## src/pkg/rte_cfg.svh

```systemverilog
/*
  Offsets, field positions, reset values and counts of the RF transmit
  encoder and sequencer. Assumes a byte-addressed AXI4-Lite window of 256 bytes.
*/
`ifndef RTE_CFG_SVH
`define RTE_CFG_SVH
// ==========================================================================
// Register byte offsets
`define RTE_ADDR_CODE_CFG 8'h00
`define RTE_ADDR_FW0_LOW 8'h04
`define RTE_ADDR_FW0_HIGH 8'h08
`define RTE_ADDR_FW1_LOW 8'h0c
`define RTE_ADDR_FW1_HIGH 8'h10
`define RTE_ADDR_RF_CTRL_HIGH 8'h14
`define RTE_ADDR_TX_CTRL 8'h18
`define RTE_ADDR_TX_STATUS 8'h1c
`define RTE_ADDR_PAYLOAD_LEN 8'h20
// ==========================================================================
// Field positions
`define RTE_FMT_B2 2
`define RTE_FMT_B1 1
`define RTE_FMT_B0 0
`define RTE_RATE_MSB 7
`define RTE_RATE_LSB 6
`define RTE_HIGH_BAND_BIT 7
`define RTE_FSK_MODE_BIT 0
`define RTE_START_BIT 0
`define RTE_ST_BUSY_BIT 0
`define RTE_ST_DONE_BIT 1
`define RTE_ST_ALARM_BIT 2
`define RTE_ST_LOCK_BIT 3
// ==========================================================================
// Reset values and constants
`define RTE_CODE_CFG_RST 8'h00
`define RTE_FW_LOW_RST 8'h00
`define RTE_FW_HIGH_RST 5'h00
`define RTE_RF_CTRL_RST 8'h00
`define RTE_PAYLOAD_LEN_RST 8'h00
`define RTE_PAYLOAD_BASE 8'h80
`define RTE_DIV_LOW_BAND 6'h1a
`define RTE_DIV_HIGH_BAND 6'h24
`define RTE_XTAL_SETTLE 16'h0040
`define RTE_RESP_OKAY 2'h0
`define RTE_RESP_SLVERR 2'h2
`endif

```

## src/pkg/rte_pkg.sv

```systemverilog
/*
  Types of the RF transmit encoder and sequencer.
  Assumes nothing beyond a SystemVerilog compiler.
*/
package rte_pkg;
  // ========================================================================
  // Line codes and sequencer states
  typedef enum logic [2:0] {
    RTE_FMT_MS = 3'h0,
    RTE_FMT_MAN = 3'h1,
    RTE_FMT_PWM = 3'h2,
    RTE_FMT_BP0 = 3'h3,
    RTE_FMT_BP1 = 3'h4,
    RTE_FMT_DBP0 = 3'h5,
    RTE_FMT_DBP1 = 3'h6
  } rte_fmt_t;
  typedef enum logic [4:0] {
    RTE_ST_IDLE = 5'h01,
    RTE_ST_XTAL = 5'h02,
    RTE_ST_SYNTH = 5'h04,
    RTE_ST_SEND = 5'h08,
    RTE_ST_DONE = 5'h10
  } rte_state_t;
endpackage

```

## src/pkg/rte_enc_if.sv

```systemverilog
/*
  Byte hand-off between sequencer and symbol encoder.
  Assumes both ends run on the same clock.
*/
`timescale 1ns/1ns
`default_nettype none
interface rte_enc_if;
  logic load;
  logic [7:0] dataByte;
  logic ready;
  logic busy;
  logic line;
  rte_pkg::rte_fmt_t fmt;
  logic [1:0] rate;
  modport ctrl (output load, output dataByte, output fmt, output rate, input ready, input busy, input line);
  modport encoder (input load, input dataByte, input fmt, input rate, output ready, output busy, output line);
endinterface
`default_nettype wire

```

## src/core/rte_symbol_encoder.sv

```systemverilog
/*
  Symbol encoder: serialises bytes MSB first into one of seven line codes.
  Assumes the sequencer offers the next byte while ready is high.
*/
`timescale 1ns/1ns
`default_nettype none
`include "rte_cfg.svh"
module rte_symbol_encoder (
  input wire logic mclk,
  input wire logic rst,
  rte_enc_if.encoder enc
);
  // ========================================================================
  // Slot timing
  logic [7:0] shift_q;
  logic [2:0] bitIdx_q;
  logic [1:0] slot_q;
  logic [2:0] slotCnt_q;
  logic busy_q;
  logic line_q;
  logic slotEnd;
  logic bitEnd;
  logic byteEnd;
  logic [1:0] lastSlot;

  // Slot length equals bit period / 2 (two-slot codes) or / 3 (PWM)
  function automatic logic [2:0] lastCnt(input logic [1:0] rate);
    case (rate)
      2'h0: lastCnt = 3'h1;
      2'h1: lastCnt = 3'h7;
      2'h2: lastCnt = 3'h3;
      default: lastCnt = 3'h0;
    endcase
  endfunction

  // Level of the line at the start of a slot, from bit and present level
  function automatic logic nextLevel(input rte_pkg::rte_fmt_t f, input logic b, input logic [1:0] s,
                                     input logic cur);
    case (f)
      rte_pkg::RTE_FMT_MS: nextLevel = b;
      rte_pkg::RTE_FMT_MAN: nextLevel = (s == 2'h0) ? b : ~b;
      rte_pkg::RTE_FMT_PWM: nextLevel = (s == 2'h0) ? 1'b1 : ((s == 2'h1) ? b : 1'b0);
      rte_pkg::RTE_FMT_BP0: nextLevel = (s == 2'h0) ? ~cur : (b ? cur : ~cur);
      rte_pkg::RTE_FMT_BP1: nextLevel = (s == 2'h0) ? ~cur : (b ? ~cur : cur);
      rte_pkg::RTE_FMT_DBP0: nextLevel = (s == 2'h0) ? (b ? cur : ~cur) : ~cur;
      rte_pkg::RTE_FMT_DBP1: nextLevel = (s == 2'h0) ? (b ? ~cur : cur) : ~cur;
      default: nextLevel = 1'b0;
    endcase
  endfunction

  // Boundaries; ready opens in the last cycle of a byte for a seamless stream
  assign lastSlot = (enc.fmt == rte_pkg::RTE_FMT_PWM) ? 2'h2 : 2'h1;
  assign slotEnd = busy_q && (slotCnt_q == lastCnt(enc.rate));
  assign bitEnd = slotEnd && (slot_q == lastSlot);
  assign byteEnd = bitEnd && (bitIdx_q == 3'h7);
  assign enc.ready = !busy_q || byteEnd;
  assign enc.busy = busy_q;
  assign enc.line = line_q;

  // ========================================================================
  // Shift register, counters and line level
  always_ff @(posedge mclk) begin
    if (rst) begin
      shift_q <= 8'h00;
      bitIdx_q <= 3'h0;
      slot_q <= 2'h0;
      slotCnt_q <= 3'h0;
      busy_q <= 1'b0;
      line_q <= 1'b0;
    end else if (enc.load && enc.ready) begin
      shift_q <= enc.dataByte;
      bitIdx_q <= 3'h0;
      slot_q <= 2'h0;
      slotCnt_q <= 3'h0;
      busy_q <= 1'b1;
      line_q <= nextLevel(enc.fmt, enc.dataByte[7], 2'h0, line_q);
    end else if (byteEnd) begin
      // Line rests low between telegrams so the amplifier stays off in ASK
      busy_q <= 1'b0;
      line_q <= 1'b0;
    end else if (bitEnd) begin
      shift_q <= {shift_q[6:0], 1'b0};
      bitIdx_q <= bitIdx_q + 3'h1;
      slot_q <= 2'h0;
      slotCnt_q <= 3'h0;
      line_q <= nextLevel(enc.fmt, shift_q[6], 2'h0, line_q);
    end else if (slotEnd) begin
      slot_q <= slot_q + 2'h1;
      slotCnt_q <= 3'h0;
      line_q <= nextLevel(enc.fmt, shift_q[7], slot_q + 2'h1, line_q);
    end else if (busy_q) begin
      slotCnt_q <= slotCnt_q + 3'h1;
    end
  end
endmodule // rte_symbol_encoder
`default_nettype wire

```

## src/core/rte_tx_top.sv

```systemverilog
/*
  RF transmit sequencer with AXI4-Lite registers, RAM fetch, power sequencing,
  synthesizer word selection and amplifier gating around the symbol encoder.
  Assumes a synchronous RAM read port with one cycle of latency on mclk, and a
  lock indication from the analog PLL that is asynchronous to mclk.
*/
// Added by the designer: the AXI4-Lite register port and the register offsets.
// Overview of operation
// - Encoder takes bytes in parallel, line-codes them, shifts bits out serially.
// - Synth and amplifier controls switch in step with the serial stream.
// - Three format bits in the code config register select seven line codes.
// - Rate bits 7:6 set bit period: 4/16/8/2 clocks, PWM 6/24/12/3.
// - ASK takes carrier solely from frequency word zero, high and low bytes.
// - FSK uses word zero for data 0 and word one for data 1.
// - Divisor 26 with high band clear, 36 with it set; 12 MHz reference.
// - Sigma-delta sees low frequency on data low, high frequency on high.
// - In ASK the amplifier follows the serial data bit by bit.
// - In FSK the amplifier turns on after lock and stays on throughout.
// - Lock loss during transmission mutes the amplifier without software.
// - Lock loss raises the lock alarm flag and output.
// - The sequencer reads RAM directly without the CPU.
// - Payload bytes go to the encoder one after another automatically.
// - Sequencer powers crystal, synthesizer and encoder on and off.
`timescale 1ns/1ns
`default_nettype none
`include "rte_cfg.svh"
module rte_tx_top #(
  parameter logic [15:0] XTAL_SETTLE_CYCLES = `RTE_XTAL_SETTLE
) (
  input wire logic mclk,
  input wire logic rst,
  input wire logic [7:0] awaddr,
  input wire logic awvalid,
  output logic awready,
  input wire logic [31:0] wdata,
  input wire logic [3:0] wstrb,
  input wire logic wvalid,
  output logic wready,
  output logic [1:0] bresp,
  output logic bvalid,
  input wire logic bready,
  input wire logic [7:0] araddr,
  input wire logic arvalid,
  output logic arready,
  output logic [31:0] rdata,
  output logic [1:0] rresp,
  output logic rvalid,
  input wire logic rready,
  output logic [7:0] ramAddr,
  output logic ramRdEn,
  input wire logic [7:0] ramRdData,
  input wire logic pllLock,
  output logic xtalEnable,
  output logic synthEnable,
  output logic encoderEnable,
  output logic [5:0] synthDivisor,
  output logic [12:0] synthFraction,
  output logic fskData,
  output logic txData,
  output logic paEnable,
  output logic txDone,
  output logic lockAlarm
);
  // ========================================================================
  // Declarations
  rte_enc_if enc ();
  rte_pkg::rte_state_t state_q;
  logic [7:0] codeCfg_q;
  logic [7:0] fw0Low_q;
  logic [4:0] fw0High_q;
  logic [7:0] fw1Low_q;
  logic [4:0] fw1High_q;
  logic [7:0] rfCtrl_q;
  logic [7:0] payloadLen_q;
  logic awHeld_q;
  logic [7:0] awAddr_q;
  logic wHeld_q;
  logic [31:0] wData_q;
  logic [3:0] wStrb_q;
  logic bvalid_q;
  logic [1:0] bresp_q;
  logic rvalid_q;
  logic [31:0] rdata_q;
  logic [1:0] rresp_q;
  logic doWrite;
  logic wrByte;
  logic [31:0] rdMux;
  logic rdHit;
  logic startReq_q;
  logic lockMeta_q;
  logic lockSync_q;
  logic done_q;
  logic alarm_q;
  logic [15:0] settleCnt_q;
  logic [7:0] remain_q;
  logic [7:0] ramAddr_q;
  logic rdInFlight_q;
  logic pend_q;
  logic [7:0] nextByte_q;
  logic fskMode;
  logic sending;
  logic sendDone;
  logic xtalEnable_q;
  logic synthEnable_q;
  logic encoderEnable_q;
  logic [5:0] synthDivisor_q;
  logic [12:0] synthFraction_q;
  logic fskData_q;
  logic txData_q;
  logic paEnable_q;

  // Mapped register offsets
  function automatic logic isMapped(input logic [7:0] a);
    isMapped = (a == `RTE_ADDR_CODE_CFG) || (a == `RTE_ADDR_FW0_LOW) || (a == `RTE_ADDR_FW0_HIGH) ||
               (a == `RTE_ADDR_FW1_LOW) || (a == `RTE_ADDR_FW1_HIGH) || (a == `RTE_ADDR_RF_CTRL_HIGH) ||
               (a == `RTE_ADDR_TX_CTRL) || (a == `RTE_ADDR_TX_STATUS) || (a == `RTE_ADDR_PAYLOAD_LEN);
  endfunction

  // ========================================================================
  // AXI4-Lite write channel: address and data taken in either order
  assign awready = !awHeld_q && !bvalid_q;
  assign wready = !wHeld_q && !bvalid_q;
  assign doWrite = awHeld_q && wHeld_q && !bvalid_q;
  assign wrByte = doWrite && wStrb_q[0];
  assign bvalid = bvalid_q;
  assign bresp = bresp_q;

  always_ff @(posedge mclk) begin
    if (rst) begin
      awHeld_q <= 1'b0;
      awAddr_q <= 8'h00;
      wHeld_q <= 1'b0;
      wData_q <= 32'h0000_0000;
      wStrb_q <= 4'h0;
      bvalid_q <= 1'b0;
      bresp_q <= `RTE_RESP_OKAY;
    end else begin
      if (awvalid && awready) begin
        awHeld_q <= 1'b1;
        awAddr_q <= awaddr;
      end
      if (wvalid && wready) begin
        wHeld_q <= 1'b1;
        wData_q <= wdata;
        wStrb_q <= wstrb;
      end
      if (doWrite) begin
        awHeld_q <= 1'b0;
        wHeld_q <= 1'b0;
        bvalid_q <= 1'b1;
        bresp_q <= isMapped(awAddr_q) ? `RTE_RESP_OKAY : `RTE_RESP_SLVERR;
      end else if (bvalid_q && bready) begin
        bvalid_q <= 1'b0;
      end
    end
  end

  // ========================================================================
  // AXI4-Lite read channel: one cycle from address to data
  assign arready = !rvalid_q;
  assign rvalid = rvalid_q;
  assign rdata = rdata_q;
  assign rresp = rresp_q;

  // Read mux; status shows live sequencer state and sticky flags
  always_comb begin
    rdMux = 32'h0000_0000;
    rdHit = 1'b1;
    if (araddr == `RTE_ADDR_CODE_CFG) begin
      rdMux[7:0] = codeCfg_q;
    end else if (araddr == `RTE_ADDR_FW0_LOW) begin
      rdMux[7:0] = fw0Low_q;
    end else if (araddr == `RTE_ADDR_FW0_HIGH) begin
      rdMux[4:0] = fw0High_q;
    end else if (araddr == `RTE_ADDR_FW1_LOW) begin
      rdMux[7:0] = fw1Low_q;
    end else if (araddr == `RTE_ADDR_FW1_HIGH) begin
      rdMux[4:0] = fw1High_q;
    end else if (araddr == `RTE_ADDR_RF_CTRL_HIGH) begin
      rdMux[7:0] = rfCtrl_q;
    end else if (araddr == `RTE_ADDR_TX_CTRL) begin
      rdMux[`RTE_START_BIT] = startReq_q;
    end else if (araddr == `RTE_ADDR_TX_STATUS) begin
      rdMux[`RTE_ST_BUSY_BIT] = (state_q != rte_pkg::RTE_ST_IDLE);
      rdMux[`RTE_ST_DONE_BIT] = done_q;
      rdMux[`RTE_ST_ALARM_BIT] = alarm_q;
      rdMux[`RTE_ST_LOCK_BIT] = lockSync_q;
    end else if (araddr == `RTE_ADDR_PAYLOAD_LEN) begin
      rdMux[7:0] = payloadLen_q;
    end else begin
      rdHit = 1'b0;
    end
  end

  always_ff @(posedge mclk) begin
    if (rst) begin
      rvalid_q <= 1'b0;
      rdata_q <= 32'h0000_0000;
      rresp_q <= `RTE_RESP_OKAY;
    end else if (arvalid && arready) begin
      rvalid_q <= 1'b1;
      rdata_q <= rdMux;
      rresp_q <= rdHit ? `RTE_RESP_OKAY : `RTE_RESP_SLVERR;
    end else if (rvalid_q && rready) begin
      rvalid_q <= 1'b0;
    end
  end

  // ========================================================================
  // Configuration registers; software must fill frequency words before start
  always_ff @(posedge mclk) begin
    if (rst) begin
      codeCfg_q <= `RTE_CODE_CFG_RST;
      fw0Low_q <= `RTE_FW_LOW_RST;
      fw0High_q <= `RTE_FW_HIGH_RST;
      fw1Low_q <= `RTE_FW_LOW_RST;
      fw1High_q <= `RTE_FW_HIGH_RST;
      rfCtrl_q <= `RTE_RF_CTRL_RST;
      payloadLen_q <= `RTE_PAYLOAD_LEN_RST;
    end else if (wrByte) begin
      if (awAddr_q == `RTE_ADDR_CODE_CFG) begin
        codeCfg_q <= wData_q[7:0];
      end else if (awAddr_q == `RTE_ADDR_FW0_LOW) begin
        fw0Low_q <= wData_q[7:0];
      end else if (awAddr_q == `RTE_ADDR_FW0_HIGH) begin
        fw0High_q <= wData_q[4:0];
      end else if (awAddr_q == `RTE_ADDR_FW1_LOW) begin
        fw1Low_q <= wData_q[7:0];
      end else if (awAddr_q == `RTE_ADDR_FW1_HIGH) begin
        fw1High_q <= wData_q[4:0];
      end else if (awAddr_q == `RTE_ADDR_RF_CTRL_HIGH) begin
        rfCtrl_q <= wData_q[7:0];
      end else if (awAddr_q == `RTE_ADDR_PAYLOAD_LEN) begin
        payloadLen_q <= wData_q[7:0];
      end
    end
  end

  // Start request: only honoured while idle, cleared as the sequencer leaves
  always_ff @(posedge mclk) begin
    if (rst) begin
      startReq_q <= 1'b0;
    end else if (wrByte && (awAddr_q == `RTE_ADDR_TX_CTRL) && wData_q[`RTE_START_BIT] &&
                 (state_q == rte_pkg::RTE_ST_IDLE)) begin
      startReq_q <= 1'b1;
    end else if (state_q != rte_pkg::RTE_ST_IDLE) begin
      startReq_q <= 1'b0;
    end
  end

  // Sticky flags: a hardware set wins over a write-one clear in the same cycle
  always_ff @(posedge mclk) begin
    if (rst) begin
      done_q <= 1'b0;
      alarm_q <= 1'b0;
    end else begin
      if (state_q == rte_pkg::RTE_ST_DONE) begin
        done_q <= 1'b1;
      end else if (wrByte && (awAddr_q == `RTE_ADDR_TX_STATUS) && wData_q[`RTE_ST_DONE_BIT]) begin
        done_q <= 1'b0;
      end
      if (sending && !lockSync_q) begin
        alarm_q <= 1'b1;
      end else if (wrByte && (awAddr_q == `RTE_ADDR_TX_STATUS) && wData_q[`RTE_ST_ALARM_BIT]) begin
        alarm_q <= 1'b0;
      end
    end
  end

  // ========================================================================
  // Lock indication crosses from the analog side through two flops
  always_ff @(posedge mclk) begin
    if (rst) begin
      lockMeta_q <= 1'b0;
      lockSync_q <= 1'b0;
    end else begin
      lockMeta_q <= pllLock;
      lockSync_q <= lockMeta_q;
    end
  end

  // ========================================================================
  // Sequencer: crystal settle, synth lock, stream, done
  assign sending = (state_q == rte_pkg::RTE_ST_SEND);
  assign sendDone = (remain_q == 8'h00) && !rdInFlight_q && !pend_q && !enc.busy;

  always_ff @(posedge mclk) begin
    if (rst) begin
      state_q <= rte_pkg::RTE_ST_IDLE;
      settleCnt_q <= 16'h0000;
    end else begin
      case (state_q)
        rte_pkg::RTE_ST_IDLE: begin
          settleCnt_q <= 16'h0000;
          if (startReq_q) begin
            state_q <= rte_pkg::RTE_ST_XTAL;
          end
        end
        rte_pkg::RTE_ST_XTAL: begin
          settleCnt_q <= settleCnt_q + 16'h0001;
          if (settleCnt_q >= XTAL_SETTLE_CYCLES - 16'h0001) begin
            state_q <= rte_pkg::RTE_ST_SYNTH;
          end
        end
        rte_pkg::RTE_ST_SYNTH: begin
          if (lockSync_q) begin
            state_q <= rte_pkg::RTE_ST_SEND;
          end
        end
        rte_pkg::RTE_ST_SEND: begin
          if (!lockSync_q) begin
            state_q <= rte_pkg::RTE_ST_IDLE;
          end else if (sendDone) begin
            state_q <= rte_pkg::RTE_ST_DONE;
          end
        end
        default: begin
          state_q <= rte_pkg::RTE_ST_IDLE;
        end
      endcase
    end
  end

  // ========================================================================
  // RAM fetch: one byte prefetched ahead of the encoder
  assign ramRdEn = sending && !pend_q && !rdInFlight_q && (remain_q != 8'h00);
  assign ramAddr = ramAddr_q;

  always_ff @(posedge mclk) begin
    if (rst) begin
      remain_q <= 8'h00;
      ramAddr_q <= `RTE_PAYLOAD_BASE;
      rdInFlight_q <= 1'b0;
      pend_q <= 1'b0;
      nextByte_q <= 8'h00;
    end else if (!sending) begin
      remain_q <= payloadLen_q;
      ramAddr_q <= `RTE_PAYLOAD_BASE;
      rdInFlight_q <= 1'b0;
      pend_q <= 1'b0;
    end else begin
      rdInFlight_q <= ramRdEn;
      if (ramRdEn) begin
        remain_q <= remain_q - 8'h01;
        ramAddr_q <= ramAddr_q + 8'h01;
      end
      if (rdInFlight_q) begin
        nextByte_q <= ramRdData;
        pend_q <= 1'b1;
      end else if (enc.load && enc.ready) begin
        pend_q <= 1'b0;
      end
    end
  end

  // Encoder hook-up; code bits are read as {b2, b0, b1}
  assign enc.load = sending && pend_q && lockSync_q;
  assign enc.dataByte = nextByte_q;
  assign enc.rate = codeCfg_q[`RTE_RATE_MSB:`RTE_RATE_LSB];
  always_comb begin
    case ({codeCfg_q[`RTE_FMT_B2], codeCfg_q[`RTE_FMT_B0], codeCfg_q[`RTE_FMT_B1]})
      3'h0: enc.fmt = rte_pkg::RTE_FMT_MAN;
      3'h1: enc.fmt = rte_pkg::RTE_FMT_PWM;
      3'h2: enc.fmt = rte_pkg::RTE_FMT_BP0;
      3'h3: enc.fmt = rte_pkg::RTE_FMT_BP1;
      3'h6: enc.fmt = rte_pkg::RTE_FMT_DBP0;
      3'h7: enc.fmt = rte_pkg::RTE_FMT_DBP1;
      default: enc.fmt = rte_pkg::RTE_FMT_MS;
    endcase
  end

  rte_symbol_encoder u_encoder (
    .mclk(mclk),
    .rst(rst),
    .enc(enc)
  );

  // ========================================================================
  // Analog controls, all registered one cycle behind the state, the line or the registers
  assign fskMode = rfCtrl_q[`RTE_FSK_MODE_BIT];

  always_ff @(posedge mclk) begin
    if (rst) begin
      xtalEnable_q <= 1'b0;
      synthEnable_q <= 1'b0;
      encoderEnable_q <= 1'b0;
      synthDivisor_q <= `RTE_DIV_LOW_BAND;
      synthFraction_q <= 13'h0000;
      fskData_q <= 1'b0;
      txData_q <= 1'b0;
      paEnable_q <= 1'b0;
    end else begin
      xtalEnable_q <= (state_q != rte_pkg::RTE_ST_IDLE) && (state_q != rte_pkg::RTE_ST_DONE);
      synthEnable_q <= (state_q == rte_pkg::RTE_ST_SYNTH) || sending;
      encoderEnable_q <= (state_q == rte_pkg::RTE_ST_SYNTH) || sending;
      synthDivisor_q <= rfCtrl_q[`RTE_HIGH_BAND_BIT] ? `RTE_DIV_HIGH_BAND : `RTE_DIV_LOW_BAND;
      // ASK uses word zero only; FSK picks word by data level
      if (fskMode && enc.line) begin
        synthFraction_q <= {fw1High_q, fw1Low_q};
      end else begin
        synthFraction_q <= {fw0High_q, fw0Low_q};
      end
      fskData_q <= fskMode && enc.line;
      txData_q <= sending && enc.line;
      // Lock loss drops the amplifier at once, on the same edge as the state leaves SEND
      if (!sending || !lockSync_q) begin
        paEnable_q <= 1'b0;
      end else if (fskMode) begin
        paEnable_q <= 1'b1;
      end else begin
        paEnable_q <= enc.line;
      end
    end
  end

  assign xtalEnable = xtalEnable_q;
  assign synthEnable = synthEnable_q;
  assign encoderEnable = encoderEnable_q;
  assign synthDivisor = synthDivisor_q;
  assign synthFraction = synthFraction_q;
  assign fskData = fskData_q;
  assign txData = txData_q;
  assign paEnable = paEnable_q;
  assign txDone = done_q;
  assign lockAlarm = alarm_q;
endmodule // rte_tx_top
`default_nettype wire

```

## config.mk

```make
export PLATFORM = sky130hd
export DESIGN_NAME = rte_tx_top
export DESIGN_NICKNAME = d
export VERILOG_FILES = /design/src/pkg/rte_pkg.sv /design/src/pkg/rte_enc_if.sv /design/src/core/rte_symbol_encoder.sv /design/src/core/rte_tx_top.sv
export VERILOG_INCLUDE_DIRS = /design/src /design/src/pkg
export SDC_FILE = /design/constraint.sdc
export NUM_CORES = 1
export LEC_CHECK = 0
export BUFFER_PORTS_ARGS = -buffer_cell sky130_fd_sc_hd__buf_2
export CAP_MARGIN = 15
export CORE_MARGIN = 2
export CORE_UTILIZATION = 50
export DETAILED_ROUTE_END_ITERATION = 7
export PLACE_DENSITY = 0.76
export SLEW_MARGIN = 30
export SYNTH_ARGS = -nofsm -noshare
export SYNTH_HDL_FRONTEND = slang
export SYNTH_HIERARCHICAL = 1
export SYNTH_SLANG_ARGS = --single-unit
```

## constraint.sdc

```tcl
create_clock -name mclk -period 4 [get_ports mclk]
set_clock_uncertainty 0.15 [all_clocks]
set_input_delay 0.8 -clock mclk [delete_from_list [all_inputs] [get_ports mclk]]
set_output_delay 0.8 -clock mclk [all_outputs]
set_load 0.02 [all_outputs]
```

# ---- Word level (Yosys, flattened, before mapping)
# Cells that the tools add are included.
dict set report totals {
  wordCells 290
  rom_bits 0
  ram_bits 0
  latchBits 0
  mem_count 0
  output_inout_bits 77
  input_bits 68
  ff_bits 177
}
dict set report classes {
  reduce_logical 92
  multipliers 0
  order_cmp 1
  div_mod_pow 0
  n_shift 0
  addsub 6
  muxes 89
  n_eq_ne 50
  bitwise_logic 10
}
# operator count
set op_table {}
lappend op_table {{2-to-1 mux 8 bit} 18}
lappend op_table {{== test 8 x 5 -> 1 bit, second input constant} 8}
lappend op_table {{2-to-1 mux 1 bit} 42}
lappend op_table {{2-to-1 mux 5 bit} 7}
lappend op_table {{== test 8 x 4 -> 1 bit, second input constant} 4}
lappend op_table {{logical AND 1 bit} 32}
lappend op_table {{case mux 16 bit (2 select lines)} 1}
lappend op_table {{zero test 8 bit} 3}
lappend op_table {{case mux 5 bit (4 select lines)} 1}
lappend op_table {{nonzero test 2 bit} 10}
lappend op_table {{== test 3 bit, second input constant} 6}
lappend op_table {{case mux 3 bit (6 select lines)} 1}
lappend op_table {{adder 16 x 1 -> 16 bit, second input constant} 1}
lappend op_table {{== test 8 x 3 -> 1 bit, second input constant} 2}
lappend op_table {{== test 8 x 6 -> 1 bit, second input constant} 2}
lappend op_table {{greater-or-equal comparator 16 x 6 -> 1 bit, second input constant} 1}
lappend op_table {{2-to-1 mux 3 bit} 5}
lappend op_table {{2-to-1 mux 13 bit} 1}
lappend op_table {{== test 3 x 2 -> 1 bit, second input constant} 4}
lappend op_table {{AND reduction 2 bit} 6}
lappend op_table {{OR reduction 2 bit} 6}
lappend op_table {{logical OR 1 bit} 11}
lappend op_table {{2-to-1 mux 2 bit} 5}
lappend op_table {{!= test 2 bit, second input constant} 5}
lappend op_table {{other kinds (38)} 66}

# ---- Logic depth before layout (Yosys ltp)
dict set report logic_depth {
  word_depth 18
  mapped_depth 11
  mapped_depth_nobuf 10
}

# ---- Hierarchy
# Netlist, hierarchy kept.
# module seq_area_each_um2 area_per_inst_um2 instances cells_each
set modules_own_cells {}
lappend modules_own_cells {rte_tx_top 3062.9 6854.1 1 815}
lappend modules_own_cells {rte_symbol_encoder 360.3 1217.4 1 150}

# ---- Worst setup path before layout
# OpenSTA, ideal clock, no wires.
dict set report synth_path {
  path_kind {register -> register}
  from {reg state_q[0]}
  to {reg u_encoder.line_q (netlist: u_encoder/enc.line)}
  path_slack_ns 1.332
  setup_ns 0.132
  stages_incl_launch_ff 12
  synth_period_minus_slack_ns 2.668
  t_required_ns 3.718
  n_path_buf 2
  arrival_time_ns 2.386
  cell_sequence {dfxtp_1 nor2_1 and3_1 buf_2 clkbuf_1 and3_1 nand2_1 nor4_1 a21oi_1 or4_1 a31oi_1 a221oi_1}
}
dict set report synth_via {
  elab_chain_len 6
  word_cells_on_any_way 11
  classes_between {5 x eq/ne; 1 x mux; 5 x reduce/logical}
}
# element line
set synth_rtl {}
lappend synth_rtl {{start: declaration} rte_tx_top.sv:67} ;# rte_pkg::rte_state_t state_q;
lappend synth_rtl {{start signal: assignment} rte_tx_top.sv:289} ;# state_q <= rte_pkg::RTE_ST_IDLE;
lappend synth_rtl {{start signal: assignment} rte_tx_top.sv:296} ;# state_q <= rte_pkg::RTE_ST_XTAL;
lappend synth_rtl {{start signal: assignment} rte_tx_top.sv:302} ;# state_q <= rte_pkg::RTE_ST_SYNTH;
lappend synth_rtl {{== test 5 x 4 -> 1 bit (*)} rte_tx_top.sv:284} ;# assign sending = (state_q == rte_pkg::RTE_ST_SEND);
lappend synth_rtl {{logical AND 1 bit (*) (2 in series)} rte_tx_top.sv:357} ;# assign enc.load = sending && pend_q && lockSync_q;
lappend synth_rtl {{named net enc.load} rte_enc_if.sv:8} ;# logic load;
lappend synth_rtl {{logical AND 1 bit (*)} rte_symbol_encoder.sv:70} ;# end else if (enc.load && enc.ready) begin
lappend synth_rtl {{!= test 5 x 4 -> 1 bit (no source line) (tied with other cells)} -}
lappend synth_rtl {{AND reduction 5 bit (no source line)} -}
lappend synth_rtl {{end signal: assignment} rte_symbol_encoder.sv:76} ;# line_q <= nextLevel(enc.fmt, enc.dataByte[7], 2'h0, line_q);
lappend synth_rtl {{end signal: assignment} rte_symbol_encoder.sv:86} ;# line_q <= nextLevel(enc.fmt, shift_q[6], 2'h0, line_q);
lappend synth_rtl {{end signal: assignment} rte_symbol_encoder.sv:90} ;# line_q <= nextLevel(enc.fmt, shift_q[7], slot_q + 2'h1, line_q);
lappend synth_rtl {{end: declaration} rte_symbol_encoder.sv:20} ;# logic line_q;
# Mark *: on every way through the listed nets, which the timed path passes. The rest lies on a longest branch.
# A chain may end at the register's enable or synchronous reset.

# ---- Worst setup path in the final report
dict set report layout_path {
  from {reg remain_q[0]}
  to {out ramRdEn}
}
dict set report layout_via {
  elab_chain_len 2
}
# element line
set layout_rtl {}
lappend layout_rtl {{start: declaration} rte_tx_top.sv:95} ;# logic [7:0] remain_q;
lappend layout_rtl {{start signal: assignment} rte_tx_top.sv:337} ;# remain_q <= payloadLen_q;
lappend layout_rtl {{start signal: assignment} rte_tx_top.sv:344} ;# remain_q <= remain_q - 8'h01;
lappend layout_rtl {{nonzero test 8 bit} rte_tx_top.sv:326} ;# assign ramRdEn = sending && !pend_q && !rdInFlight_q && (remain_q != 8'h00);
lappend layout_rtl {{logical AND 1 bit} rte_tx_top.sv:326}
lappend layout_rtl {{end: declaration} rte_tx_top.sv:50} ;# output logic ramRdEn,
# Every way passes these cells.

==> results.toml <==
[timing]
max_clock_freq_mhz = 308
rsz0062_at_grt = "no"
hold_violations = 0
maxSlewHeadroom_pct = 43.4
setup_ws_ns = 0.752
fin_crit_sh_pct = 81.2
worst_pin_slew_ns = 0.848
tns_ns = 0
report.final.slew_viol_count = 0
fin_crit_ns = 3.25
finalSetupViolCount = 0

[global_routing]
grt_usage_pct = 22.0
grt_max_degree = 66
antenna_found_initial = 0
grt_overflow_total = 0
first_global_vias = 6123
grt_pass1_wl_mm = 29.9

[setup_path]
cpPeakStageDelay_ns = 0.49
cp.depth = 6
cp-start-kind = "flop"
required_ns = 3.05
critical_path_class = "reg2out"
cp.arrival_ns = 2.30
critPathBufInv = 2
cp_top_family = "simple AND/OR/NAND/NOR gates"
r2r_end = "u_encoder/enc.line"
worst-r2r-cell-count = 10
path_cells = "inv_1, ha_1, or3b_2, o21a_1, and2_1, buf_2"
cp-end-kind = "output port"
rrSetupSlack_ns = 1.09
rr_startpoint = "codeCfg_q[2]"
cp_max_fo = 14
critPathSlowestCell = "or3b_2"

[synth]
synth-seq-cells = 171
yosysTopAreaCellShare_pct = 42.4
synth_seq_area_share_pct = 42.4
synth_edf_count = 0
async_reset_ff_share_pct = 0
yosys-top-cells-area = "dfxtp_1, nand2_1, mux2i_1"
yosysWarnings = 6
synth.avg_cell_area_sq_um = 8.36
yosysTopAreaCell = "dfxtp_1"
synth_cell_types = 75
synth_cells = 965
synth.most_common_cell = "dfxtp_1"
synthesis.area_sq_um = 8070
synth_common_cells = "dfxtp_1, nand2_1, nor2_1, a21oi_1, mux2i_1"
ys.flop_type = "dfxtp_1"

[final_layout]
final_nets = 1102
postLayoutCellArea_sq_um = 9070
drive_gt1_share_pct = 15.0
final_cells = 1252
areaGrowthSynthToFinish_pct = 12.4
utilization_pct = 57.3
n_antenna_cell = 0

[clock_tree]
cts_resized = 0
root_buffer = "clkbuf_16"
clk_pin_slew_worst_paths_ns = 0.07
clk_latency_ns = 0.43
cts_inserted_buffers = 17
clockBufferDepth = 2
cts_tree = "built"
cts_hold_buf = 0
post-cts-setup-buffers = 0
htreeDepth = 4
clkSinkCount = 171

[run_status]
status = "finished clean"

[die]
die_w_um = 131
rows = 46
design.core.area_sq_um = 15800
start_util_pct = 51.0
pin_count = 145
die_y_um = 131
dieArea_sq_um = 17200

[place]
dp_slack_ns = 1.14
hpwl_mm = 12.6
gp_congestion = 0.861
place_inst = 1220
postPlaceCellArea_sq_um = 8500
port-buffer-count = 90

[drt]
wire_per_inst_um = 14.8
vias_per_cell = 5.42
drt_first_pass_iters = 5
postRouteAntennaNets = 0
num_vias = 6786
drtIter0Drc = 443
wirelength_mm = 18.5
drc_errors = 0

[worst_hold_path]
hold_class = "reg2reg"
min_to = "codeCfg_q[5]"
min_path_cells = 2
hp-start = "codeCfg_q[5]"

[power]
powerDensity_nw_per_um2 = 392
power.leakage_uw = 0.00361
ir_drop_mv = 0.315

[run]
cap_violations = 0
==> final cells by class <==
class / count / area (sq um)
Tap cell: 216 / 270
Clock inverter: 15 / 148
Fill cell: 1434 / 6760
Multi-Input combinational cell: 714 / 4210
Sequential cell: 171 / 3420
Clock buffer: 17 / 425
Timing Repair Buffer: 99 / 520
Inverter: 20 / 75.1
==> through the flow <==
stage | power [uW] | hold WS [ns]
floorplan | 1960 | 0.264
finish | 3560 | 0.304
global route | 3690 | 0.320
CTS | 3590 | 0.303
detailed placement | 2010 | 0.295
global placement | 2010 | 0.278
==> power breakdown <==
| part | switching, uW | internal (uW) | leakage (uW) |
|---|---|---|---|
| combinational | 151 | 66.0 | 0.00194 |
| sequential | 32.9 | 1730 | 0.00138 |
| clock | 752 | 831 | 0.000285 |
| total | 936 | 2620 | 0.00361 |
==> worst max-delay path by stage <==
| stage | from | endpoint | slack (ns) |
|---|---|---|---|
| global placement | codeCfg_q[1] | u_encoder/enc.line | 1.20 |
| detailed placement | codeCfg_q[1] | u_encoder/enc.line | 1.14 |
| finish | remain_q[0] | ramRdEn | 0.75 |
| floorplan | state_q[0] | u_encoder/enc.line | 1.33 |
| global route | remain_q[0] | ramRdEn | 0.62 |
| CTS | remain_q[0] | ramRdEn | 0.73 |
==> registers in the layout (all words and copies together) (netlist names), 3 cells and up <==
name and cells:
awAddr_q 8, codeCfg_q 8, enc.dataByte 8, fw0High_q 5
fw0Low_q 8, fw1High_q 5, fw1Low_q 8, payloadLen_q 8
ramAddr 8, rdata 8, remain_q 8, rfCtrl_q 8
settleCnt_q 16, state_q 5, synthFraction 13, u_encoder/bitIdx_q 3
u_encoder/shift_q 8, u_encoder/slotCnt_q 3, wData_q 8
==> routing by layer <==
| layer | vias up | wire, um | global-route usage (%) |
|---|---|---|---|
| met4 | 0 | 236 | 6.45 |
| li1 | 3420 | - | - |
| met3 | 23 | 1250 | 4.95 |
| met1 | 3144 | 8340 | 29.6 |
| met5 | - | 0 | 0 |
| met2 | 199 | 8660 | 35.5 |
==> worst register-to-register path: stages, from the launching register on <==
cell and delay [ns]:
dfxtp_1 0.47, xor2_1 0.11, o21ai_0 0.16, buf_4 0.20
nor3b_4 0.24, mux2i_2 0.41, a21oi_1 0.11, buf_4 0.21
or4_1 0.41, a31oi_1 0.17, a221oi_1 0.09
==> cells in the final DEF, fill, tap and decap left out, types with 5 or more instances in the layout <==
cell         n
a21oi_1     83
inv_8        5
or4_1        6
xnor2_1      5
nor3_1      14
nand2_1    151
xor2_1      15
conb_1      27
clkbuf_16   17
nand4_1     10
nand3b_1     7
ha_1        11
o211ai_1    12
dfxtp_1    171
buf_2       89
a31oi_1      5
nor4_1       6
a311oi_1     7
nor2b_1     12
a211oi_1    20
nor2_1     120
inv_1       20
or3_1        9
mux2i_1     50
buf_4       10
and3_1      10
nand2b_1    11
o21a_1       6
nand3_1     31
o21ai_0     12
and2_1       9
==> cells by family after synthesis <==
logic type | share of synthesized area, %
AO/OA/AOI/OAI | 14.4
XOR/XNOR | 2.17
multiplexers | 7.49
other | 0.0465
flip-flops | 42.4
buffers and inverters | 6.68
adder cells (fa/ha/maj) | 1.71
AND/OR/NAND/NOR | 25.1
No activity file was read; power rests on OpenSTA's default activity.
